### src/pin_mux_pkg.sv
// Package: shared types and constants for the port pin function multiplexer
`default_nettype none
package pin_mux_pkg;
	// ********************
	// Widths and reset values
	// ********************
	localparam int PORT_W = 8;
	localparam logic [7:0] GPIO_RESET_DIR = 8'h00;
	localparam logic [7:0] GPIO_RESET_OUT = 8'h00;

	// One peripheral function request at a pin: enable, drive-enable, output level
	typedef struct packed {
		logic en;
		logic oe;
		logic out;
	} fn_req_t;

	// Pad drive toward the pin ring
	typedef struct packed {
		logic [7:0] oe;
		logic [7:0] out;
	} pad_drive_t;

	// General-purpose settings of one port
	typedef struct packed {
		logic [7:0] dir;
		logic [7:0] data;
	} gpio_cfg_t;

	typedef enum logic [1:0] {
		SEL_GPIO,
		SEL_LOW,
		SEL_MID,
		SEL_TOP
	} pin_sel_t;
endpackage
`default_nettype wire

### src/port_pin_function_priority_mux.sv
// Module: fixed-priority pin function multiplexer for ports A, B, H, M, P and debug pin
// Function
// (RULE1) Each shared pin goes to its highest ranked enabled function.
// (RULE2) Debug pin samples mode level in reset, then is two-way debug wire.
// (RULE3) All listed port pins leave reset as general-purpose I/O.
// (RULE4) Port A frontplane top, interrupt or clock output middle, GPIO last.
// (RULE5) Port A pins 7..4 prefer frontplanes 36..33 over GPIO.
// (RULE6) Port B: backplanes 3..0 and frontplanes 39,38,37,28 over GPIO.
// (RULE7) Port H pin 2: frontplane 21, SPI clock, clock output, GPIO.
// (RULE8) Port H pin 3: frontplane 22, SPI slave select, GPIO.
// (RULE9) Port H pin 1: frontplane 20, serial transmit, SPI MOSI, GPIO.
// (RULE10) Port H pin 0: frontplane 19, serial receive, SPI MISO, GPIO.
// (RULE11) Port M pins 3..2: timer1 channels, PWM 7..6, GPIO.
// (RULE12) Port M pin 1: serial transmit, timer0 channel 3, PWM 5, GPIO.
// (RULE13) Port M pin 0: serial receive, timer0 channel 2, PWM 4, GPIO.
// (RULE14) Port P: frontplanes 7..0, PWM 7..0, GPIO.
// (RULE15) Fallback GPIO takes direction and level from port registers.
`default_nettype none
module port_pin_function_priority_mux
	import pin_mux_pkg::*;
(
	// Clock and reset
	input wire logic clk_sys,
	input wire logic rst,
	// General-purpose port settings
	input wire gpio_cfg_t gpio_a,
	input wire gpio_cfg_t gpio_b,
	input wire gpio_cfg_t gpio_h,
	input wire gpio_cfg_t gpio_m,
	input wire gpio_cfg_t gpio_p,
	// LCD driver
	input wire logic [39:0] lcd_frontplane_en,
	input wire logic [39:0] lcd_frontplane_out,
	input wire logic [3:0] lcd_backplane_en,
	input wire logic [3:0] lcd_backplane_out,
	// Interrupts and clock outputs
	input wire logic irq_in_en,
	input wire logic nonmaskable_irq_en,
	input wire fn_req_t periodic_irq_clock_out,
	input wire fn_req_t free_running_clock_out,
	// SPI, mapped to port H
	input wire fn_req_t spi_clock,
	input wire fn_req_t spi_slave_select,
	input wire fn_req_t spi_mosi,
	input wire fn_req_t spi_miso,
	// Second serial interface
	input wire fn_req_t serial1_transmit_h,
	input wire fn_req_t serial1_receive_h,
	input wire fn_req_t serial1_transmit_m,
	input wire fn_req_t serial1_receive_m,
	// Timers and PWM
	input wire fn_req_t [3:2] timer1_channel,
	input wire fn_req_t [3:2] timer0_channel,
	input wire fn_req_t [7:0] pwm_channel,
	// Pads
	output pad_drive_t port_a_pin,
	output pad_drive_t port_b_pin,
	output pad_drive_t port_h_pin,
	output pad_drive_t port_m_pin,
	output pad_drive_t port_p_pin,
	// Synchronised pin levels back to core
	input wire logic [7:0] port_a_pin_in,
	output logic [7:0] port_a_level,
	// Debug pin
	input wire logic debug_pin_in,
	output logic debug_pin_out,
	output logic debug_pin_oe,
	output logic mode_select_input,
	output logic debug_rx,
	input wire logic debug_tx_out,
	input wire logic debug_tx_oe
);
	localparam fn_req_t NO_REQ = '0;

	fn_req_t [7:0] a_top, a_mid, b_top, h_top, h_mid, h_low, m_top, m_mid, m_low;
	fn_req_t [7:0] p_top, p_mid;
	pin_sel_t [7:0] a_sel, b_sel, h_sel, m_sel, p_sel;
	logic [7:0] a_meta_q, a_sync_q;
	logic dbg_meta_q, dbg_sync_q;
	logic in_reset_q;

	// ********************
	// Request assembly, top rank is an LCD segment where one exists
	// ********************
	function automatic fn_req_t lcd_req(input logic en, input logic lvl);
		lcd_req = '{en: en, oe: 1'b1, out: lvl};
	endfunction

	// Interrupt input requests claim the pin with the driver off
	function automatic fn_req_t in_req(input logic en);
		in_req = '{en: en, oe: 1'b0, out: 1'b0};
	endfunction

	always_comb begin
		a_top = '0;
		a_mid = '0;
		b_top = '0;
		h_top = '0;
		h_mid = '0;
		h_low = '0;
		m_top = '0;
		m_mid = '0;
		m_low = '0;
		p_top = '0;
		p_mid = '0;
		for (int i = 0; i < 4; i++) begin
			a_top[4 + i] = lcd_req(lcd_frontplane_en[33 + i], lcd_frontplane_out[33 + i]); // see (RULE5)
			b_top[4 + i] = lcd_req(lcd_backplane_en[i], lcd_backplane_out[i]); // see (RULE6)
			h_top[4 + i] = lcd_req(lcd_frontplane_en[23 + i], lcd_frontplane_out[23 + i]);
		end
		for (int i = 0; i < 4; i++) begin
			a_top[i] = lcd_req(lcd_frontplane_en[29 + i], lcd_frontplane_out[29 + i]); // see (RULE4)
			h_top[i] = lcd_req(lcd_frontplane_en[19 + i], lcd_frontplane_out[19 + i]);
		end
		a_mid[0] = in_req(irq_in_en); // see (RULE4)
		a_mid[1] = in_req(nonmaskable_irq_en); // see (RULE4)
		a_mid[3] = periodic_irq_clock_out; // see (RULE4)
		b_top[0] = lcd_req(lcd_frontplane_en[28], lcd_frontplane_out[28]); // see (RULE6)
		b_top[1] = lcd_req(lcd_frontplane_en[37], lcd_frontplane_out[37]);
		b_top[2] = lcd_req(lcd_frontplane_en[38], lcd_frontplane_out[38]);
		b_top[3] = lcd_req(lcd_frontplane_en[39], lcd_frontplane_out[39]);
		h_mid[0] = serial1_receive_h; // see (RULE10)
		h_low[0] = spi_miso; // see (RULE10)
		h_mid[1] = serial1_transmit_h; // see (RULE9)
		h_low[1] = spi_mosi; // see (RULE9)
		h_mid[2] = spi_clock; // see (RULE7)
		h_low[2] = free_running_clock_out; // see (RULE7)
		h_mid[3] = spi_slave_select; // see (RULE8)
		m_top[0] = serial1_receive_m; // see (RULE13)
		m_mid[0] = timer0_channel[2]; // see (RULE13)
		m_low[0] = pwm_channel[4]; // see (RULE13)
		m_top[1] = serial1_transmit_m; // see (RULE12)
		m_mid[1] = timer0_channel[3]; // see (RULE12)
		m_low[1] = pwm_channel[5]; // see (RULE12)
		m_top[2] = timer1_channel[2]; // see (RULE11)
		m_mid[2] = pwm_channel[6]; // see (RULE11)
		m_top[3] = timer1_channel[3]; // see (RULE11)
		m_mid[3] = pwm_channel[7]; // see (RULE11)
		for (int i = 0; i < 8; i++) begin
			p_top[i] = lcd_req(lcd_frontplane_en[i], lcd_frontplane_out[i]); // see (RULE14)
			p_mid[i] = pwm_channel[i]; // see (RULE14)
		end
	end

	// ********************
	// Pin cells, port M upper half is GPIO only
	// ********************
	for (genvar i = 0; i < PORT_W; i++) begin : g_pin
		pin_prio_cell u_a (.clk_sys(clk_sys), .rst(rst), .req_top(a_top[i]),
			.req_mid(a_mid[i]), .req_low(NO_REQ), .gpio_dir(gpio_a.dir[i]),
			.gpio_out(gpio_a.data[i]), .pad_oe(port_a_pin.oe[i]),
			.pad_out(port_a_pin.out[i]), .sel(a_sel[i]));
		pin_prio_cell u_b (.clk_sys(clk_sys), .rst(rst), .req_top(b_top[i]),
			.req_mid(NO_REQ), .req_low(NO_REQ), .gpio_dir(gpio_b.dir[i]),
			.gpio_out(gpio_b.data[i]), .pad_oe(port_b_pin.oe[i]),
			.pad_out(port_b_pin.out[i]), .sel(b_sel[i]));
		pin_prio_cell u_h (.clk_sys(clk_sys), .rst(rst), .req_top(h_top[i]),
			.req_mid(h_mid[i]), .req_low(h_low[i]), .gpio_dir(gpio_h.dir[i]),
			.gpio_out(gpio_h.data[i]), .pad_oe(port_h_pin.oe[i]),
			.pad_out(port_h_pin.out[i]), .sel(h_sel[i]));
		pin_prio_cell u_m (.clk_sys(clk_sys), .rst(rst), .req_top(m_top[i]),
			.req_mid(m_mid[i]), .req_low(m_low[i]), .gpio_dir(gpio_m.dir[i]),
			.gpio_out(gpio_m.data[i]), .pad_oe(port_m_pin.oe[i]),
			.pad_out(port_m_pin.out[i]), .sel(m_sel[i]));
		pin_prio_cell u_p (.clk_sys(clk_sys), .rst(rst), .req_top(p_top[i]),
			.req_mid(p_mid[i]), .req_low(NO_REQ), .gpio_dir(gpio_p.dir[i]),
			.gpio_out(gpio_p.data[i]), .pad_oe(port_p_pin.oe[i]),
			.pad_out(port_p_pin.out[i]), .sel(p_sel[i]));
	end

	// ********************
	// Port A input synchroniser, feeds the interrupt inputs
	// ********************
	always_ff @(posedge clk_sys or posedge rst) begin
		if (rst) begin
			a_meta_q <= 8'h00;
			a_sync_q <= 8'h00;
		end else begin
			a_meta_q <= port_a_pin_in;
			a_sync_q <= a_meta_q;
		end
	end
	assign port_a_level = a_sync_q;

	// ********************
	// Debug pin
	// ********************
	// Not reset: the strap level must already be through both stages at release
	always_ff @(posedge clk_sys) begin
		dbg_meta_q <= debug_pin_in; // see (RULE2)
		dbg_sync_q <= dbg_meta_q;
	end

	// Clocked flag marks the first cycle after release so the strap is caught there
	always_ff @(posedge clk_sys or posedge rst) begin
		if (rst) begin
			in_reset_q <= 1'b1;
		end else begin
			in_reset_q <= 1'b0;
		end
	end

	// Mode level is cleared while reset lasts, loaded from the synchronised strap in the first cycle after release, then frozen
	always_ff @(posedge clk_sys or posedge rst) begin
		if (rst) begin
			mode_select_input <= 1'b0;
		end else if (in_reset_q) begin
			mode_select_input <= dbg_sync_q; // see (RULE2)
		end
	end

	// Input only while reset holds; two-way debug wire afterwards
	always_ff @(posedge clk_sys or posedge rst) begin
		if (rst) begin
			debug_pin_oe <= 1'b0; // see (RULE2)
			debug_pin_out <= 1'b0;
		end else begin
			debug_pin_oe <= debug_tx_oe; // see (RULE2)
			debug_pin_out <= debug_tx_out;
		end
	end
	assign debug_rx = dbg_sync_q;

	// ********************
	// Checks
	// ********************
	property p_reset_gpio;
		@(posedge clk_sys) $fell(rst) |-> (h_sel == '0) && (m_sel == '0) && (p_sel == '0)
			&& (a_sel == '0) && (b_sel == '0);
	endproperty
	a_reset_gpio: assert property (p_reset_gpio) else $error("pin not gpio at reset"); // see (RULE3)

	property p_debug_input_in_reset;
		@(posedge clk_sys) rst |-> !debug_pin_oe;
	endproperty
	a_debug_input_in_reset: assert property (p_debug_input_in_reset) else $error("debug driven in reset"); // see (RULE2)

	property p_mode_frozen;
		@(posedge clk_sys) disable iff (rst)
		!in_reset_q |=> $stable(mode_select_input);
	endproperty
	a_mode_frozen: assert property (p_mode_frozen) else $error("mode level changed"); // see (RULE2)

	property p_ph2_order;
		@(posedge clk_sys) disable iff (rst)
		(!lcd_frontplane_en[21] && spi_clock.en) |=> h_sel[2] == SEL_MID;
	endproperty
	a_ph2_order: assert property (p_ph2_order) else $error("spi clock not chosen"); // see (RULE7)

	property p_pm1_order;
		@(posedge clk_sys) disable iff (rst)
		(!serial1_transmit_m.en && !timer0_channel[3].en && pwm_channel[5].en)
			|=> m_sel[1] == SEL_LOW;
	endproperty
	a_pm1_order: assert property (p_pm1_order) else $error("pwm5 not chosen"); // see (RULE12)

	property p_pp_lcd;
		@(posedge clk_sys) disable iff (rst)
		lcd_frontplane_en[0] |=> p_sel[0] == SEL_TOP && port_p_pin.out[0] == $past(lcd_frontplane_out[0]);
	endproperty
	a_pp_lcd: assert property (p_pp_lcd) else $error("frontplane 0 lost"); // see (RULE14)

	property p_pb_fp28;
		@(posedge clk_sys) disable iff (rst)
		lcd_frontplane_en[28] |=> b_sel[0] == SEL_TOP && port_b_pin.oe[0];
	endproperty
	a_pb_fp28: assert property (p_pb_fp28) else $error("frontplane 28 lost"); // see (RULE6)

	property p_pa1_nonmaskable_irq_in;
		@(posedge clk_sys) disable iff (rst)
		(!lcd_frontplane_en[30] && nonmaskable_irq_en) |=> a_sel[1] == SEL_MID && !port_a_pin.oe[1];
	endproperty
	a_pa1_nonmaskable_irq_in: assert property (p_pa1_nonmaskable_irq_in) else $error("interrupt input not chosen"); // see (RULE4)
endmodule
`default_nettype wire

### src/pin_prio_cell.sv
// Module: one pin, three ranked functions above the general-purpose fallback
`default_nettype none
module pin_prio_cell
	import pin_mux_pkg::*;
(
	// Clock and reset
	input wire logic clk_sys,
	input wire logic rst,
	// Ranked requests, top is highest
	input wire fn_req_t req_top,
	input wire fn_req_t req_mid,
	input wire fn_req_t req_low,
	// General-purpose fallback
	input wire logic gpio_dir,
	input wire logic gpio_out,
	// Pad side
	output logic pad_oe,
	output logic pad_out,
	output pin_sel_t sel
);
	pin_sel_t sel_d;
	logic oe_d;
	logic out_d;

	// ********************
	// Fixed-priority selection
	// ********************
	always_comb begin
		sel_d = SEL_GPIO;
		oe_d = gpio_dir; // see (RULE15)
		out_d = gpio_out; // see (RULE15)
		if (req_top.en) begin // see (RULE1)
			sel_d = SEL_TOP;
			oe_d = req_top.oe;
			out_d = req_top.out;
		end else if (req_mid.en) begin
			sel_d = SEL_MID;
			oe_d = req_mid.oe;
			out_d = req_mid.out;
		end else if (req_low.en) begin
			sel_d = SEL_LOW;
			oe_d = req_low.oe;
			out_d = req_low.out;
		end
	end

	// Registered so pad outputs stay glitch free; costs one cycle of latency
	always_ff @(posedge clk_sys or posedge rst) begin
		if (rst) begin
			sel <= SEL_GPIO; // see (RULE3)
			pad_oe <= 1'b0;
			pad_out <= 1'b0;
		end else begin
			sel <= sel_d;
			pad_oe <= oe_d;
			pad_out <= out_d;
		end
	end

	// ********************
	// Checks
	// ********************
	property p_top_wins;
		@(posedge clk_sys) disable iff (rst)
		req_top.en |=> (sel == SEL_TOP) && (pad_oe == $past(req_top.oe));
	endproperty
	a_top_wins: assert property (p_top_wins) else $error("top function not selected"); // see (RULE1)

	property p_gpio_fallback;
		@(posedge clk_sys) disable iff (rst)
		!(req_top.en || req_mid.en || req_low.en)
			|=> (sel == SEL_GPIO) && (pad_oe == $past(gpio_dir)) && (pad_out == $past(gpio_out));
	endproperty
	a_gpio_fallback: assert property (p_gpio_fallback) else $error("gpio fallback wrong"); // see (RULE15)

	property p_mid_over_low;
		@(posedge clk_sys) disable iff (rst)
		(!req_top.en && req_mid.en) |=> (sel == SEL_MID) && (pad_out == $past(req_mid.out));
	endproperty
	a_mid_over_low: assert property (p_mid_over_low) else $error("middle rank lost"); // see (RULE1)
endmodule
`default_nettype wire

### config.mk
export PLATFORM = sky130hd
export DESIGN_NAME = port_pin_function_priority_mux
export DESIGN_NICKNAME = d
export VERILOG_FILES = /design/src/pin_mux_pkg.sv /design/src/port_pin_function_priority_mux.sv /design/src/pin_prio_cell.sv
export SDC_FILE = /design/constraint.sdc
export NUM_CORES = 1
export LEC_CHECK = 0
export BUFFER_PORTS_ARGS = -buffer_cell sky130_fd_sc_hd__buf_2
export CORE_AREA = 2 2 131 133
export CTS_CLUSTER_DIAMETER = 120
export DETAILED_ROUTE_END_ITERATION = 7
export DIE_AREA = 0 0 133 135
export MAX_ROUTING_LAYER = met4
export PLACE_DENSITY = 0.6
export REMOVE_ABC_BUFFERS = 1
export SYNTH_ARGS = -nofsm -noshare
export SYNTH_HDL_FRONTEND = slang
export SYNTH_SLANG_ARGS = --single-unit
### constraint.sdc
create_clock -name clk_sys -period 8.8 [get_ports clk_sys]
set_clock_uncertainty 0.15 [all_clocks]
set_input_delay 2.64 -clock clk_sys [delete_from_list [all_inputs] [get_ports clk_sys]]
set_output_delay 2.64 -clock clk_sys [all_outputs]
set_load 0.02 [all_outputs]
==> key figures <==
Outcome
  – Status: finished clean

Timing
  – Setup_tns: 0 ns
  – Fmax: 271 MHz
  – Slew Viols, Final: 0
  – Final setup viols: 0
  – Fin crit period: 3.69 ns
  – Pin slew with the least headroom to its limit: 0.740 ns
  – Fin crit share: 0.419
  – Relative slew margins: 0.506
  – Final hold viol count: 0
  – RSZ-0062 raised after global routing: false

Die
  – Num ports: 341
  – Starting density of the core: 0.259
  – Chip height: 135 um
  – Chip width: 133 um
  – Die area: 0.0180 mm2
  – Core box area: 0.0164 mm2
  – Cell row count: 47

Final layout
  – Post-Layout Inst Area: 0.00583 mm2
  – Nets@finish: 834
  – Synth-to-layout area growth: 37.2%
  – Proportion of layout cells with a drive suffix above 1: 0.634

Yosys
  – Asr flop ratio synth: 0.980
  – Flops & latches, synth: 102
  – Synth Instances: 339
  – Syn_area_per_cell: 12.5 um2
  – Synth warn: 0
  – Post-synth EDFFs: 0
  – Synthesized area: 0.00425 mm2
  – Top_reg_cell synth: dfrtp_1
  – Share of the yosys chip area belonging to registers: 0.599
  – Synth unique cells: 22

Route
  – Via count: 3,160
  – Total length of routed wires: 10,900 um
  – Routed len/inst: 13.4 um
  – DRT iter0 DRCs: 59
  – Pre-antenna DRT Iters: 4
  – Via density: 3.89
  – Antenna-violating nets left: 0
  – DRC errors left: 0

Global routing
  – GRT Resource Usage Total: 0.121
  – Vias in the first global route: 3,088
  – Initial antenna violation count: 2
  – First-pass GRT wire length: 15,900 um
  – Pin count of the biggest net entering global routing: 60
  – Grt ovf: 0

CTS
  – # clock sinks: 102
  – Htree depth: 3
  – Clk slew on worst S/H paths: 0.07 ns
  – CTS Hold Buffers Added: 0
  – Cts bufs inserted: 9
  – CTS tree: yes
  – Post-CTS Setup Bufs: 0
  – Clock Tree Buf Depth: 2
  – Clk_lat worst skew: 0.34 ns
  – Post-CTS sizing: 0
  – Root buffer cell: clkbuf_16

Worst hold path
  – HP Class: register to register
  – Hold path depth: 0

Worst setup path
  – Startpoint Class: register
  – Reg2reg setup slack: 7.70 ns
  – Crit Path Class: register to primary output
  – R2R depth: 1
  – Data arrival time of the critical path: 0.90 ns
  – Req. time, crit path: 6.01 ns
  – Critical R2R Launch: in_reset_q
  – RR Endpoint: mode_select_input
  – Setup crit end: port_p_pin[10]
  – Buffers & Inverters on Critical Path: 1
  – Slowest stage delay, CP: 0.39 ns
  – Crit path max-delay family: flip-flops
  – Critical path's slowest cell: dfrtp_1
  – Total stage count of the critical path: 1
  – CP Cell Sequence: buf_2
  – Critical Path Source: g_pin[2].u_p.pad_oe
  – Crit end category: primary output
  – Critical path fanouts, max: 1

Power
  – Peak VDD IR: 0.0808 mV
  – Final Total Pwr: 1.10 mW
  – Power Dens Cells: 188 mW/mm2
  – Lkg Pwr: 3.00 nW

Placed design
  – PortBufs: 316
  – Post-DP HPWL: 8910 um
  – Placed cell area: 0.00550 mm2
  – GPL Wtd Cong: 0.783

Run
  – Max_cap viols: 0
[cell type report]
| class | count | area, um2 |
|---|---|---|
| clock buffer | 12 | 267 |
| fill | 1647 | 10600 |
| clock inverter | 4 | 52.6 |
| antenna | 2 | 5.00 |
| multi-input combinational | 143 | 1050 |
| timing repair buffer | 317 | 1590 |
| sequential | 102 | 2540 |
| inverter | 12 | 47.5 |
| tap | 220 | 275 |
[cells by family after synthesis]
logic type	Yosys count	synth area share
multiplexers	38	0.0948
other	1	0.000883
AND/OR/NAND/NOR	60	0.0825
buffers and inverters	94	0.154
AO/OA/AOI/OAI	44	0.0686
flip-flops	102	0.599
[routing by layer]
| metal | vias up | part of all wire | GRT usage |
|---|---|---|---|
| li1 | 1545 | - | - |
| met3 | 10 | 0.084 | 0.0379 |
| met4 | 0 | 0.015 | 0.0526 |
| met1 | 1443 | 0.38 | 0.129 |
| met2 | 162 | 0.52 | 0.208 |
| met5 | - | 0 | - |
[state kept, by name, summed over array words and instances, names as in the netlist]
register / cells
debug_pin_out: 1
g_pin.u_a.pad_oe: 8
dbg_meta_q: 1
g_pin.u_h.pad_out: 8
debug_rx: 1
g_pin.u_b.pad_out: 8
g_pin.u_m.pad_out: 8
port_a_level: 8
g_pin.u_a.pad_out: 8
g_pin.u_h.pad_oe: 8
in_reset_q: 1
debug_pin_oe: 1
a_meta_q: 8
mode_select_input: 1
g_pin.u_p.pad_out: 8
g_pin.u_b.pad_oe: 8
g_pin.u_m.pad_oe: 8
g_pin.u_p.pad_oe: 8
[stage by stage]
| stage | instances | hold slack, ns | utilization | worst slack [ns] |
|---|---|---|---|---|
| 2_1_floorplan | 257 | 0.160 | - | 3.39 |
| 3_3_place_gp | 794 | 0.166 | 0.335 | 4.67 |
| 3_5_place_dp | 794 | 0.186 | 0.335 | 4.64 |
| 4_1_cts | 810 | 0.202 | 0.355 | 5.02 |
| 5_1_grt | 812 | 0.210 | 0.355 | 4.87 |
| 6_report | 812 | 0.198 | 0.355 | 5.11 |
[layout by cell type (no fill, tap or decap), drive strengths merged]
cell type  instances
clkbuf            12
a221oi             7
bufinv             1
a211o              8
o21ai             18
dfxtp              2
inv               13
a21oi              5
nand2             16
nor2b              8
nand2b             6
mux2i             20
or2               17
dfrtp             99
buf              317
conb               1
mux2              18
a211oi             4
nor3b             10
diode              2
a21o               2
clkinv             2
dfstp              1
nor2               3
[power by group]
group	internal, mW	total (mW)	switching [mW]
sequential	0.499	0.506	0.00699
clock	0.245	0.417	0.172
combinational	0.0776	0.173	0.0950
[worst min-delay path by stage]
stage,start,to,slack (ns)
2_1_floorplan,dbg_meta_q,debug_rx,0.16
3_3_place_gp,dbg_meta_q,debug_rx,0.17
3_5_place_dp,a_meta_q[0],port_a_level[0],0.19
4_1_cts,a_meta_q[7],port_a_level[7],0.20
5_1_grt,a_meta_q[5],port_a_level[5],0.21
6_report,a_meta_q[7],port_a_level[7],0.20
[cell usage after synthesis (all sizes together) (2+ instances only)]
library cell,count,area share
nand2b,6,0.011
a211oi,4,0.0071
dfxtp,2,0.0094
a21o,2,0.0035
nor3b,10,0.018
nor2b,8,0.012
or2,17,0.025
nand2,16,0.014
dfrtp,99,0.58
mux2,18,0.048
clkbuf,2,0.0024
nor2,3,0.0027
a221oi,7,0.014
a211o,8,0.016
inv,12,0.011
o21ai,18,0.021
mux2i,20,0.047
buf,80,0.14
a21oi,5,0.0059
Note: power is estimated with default switching activity, not from simulation.
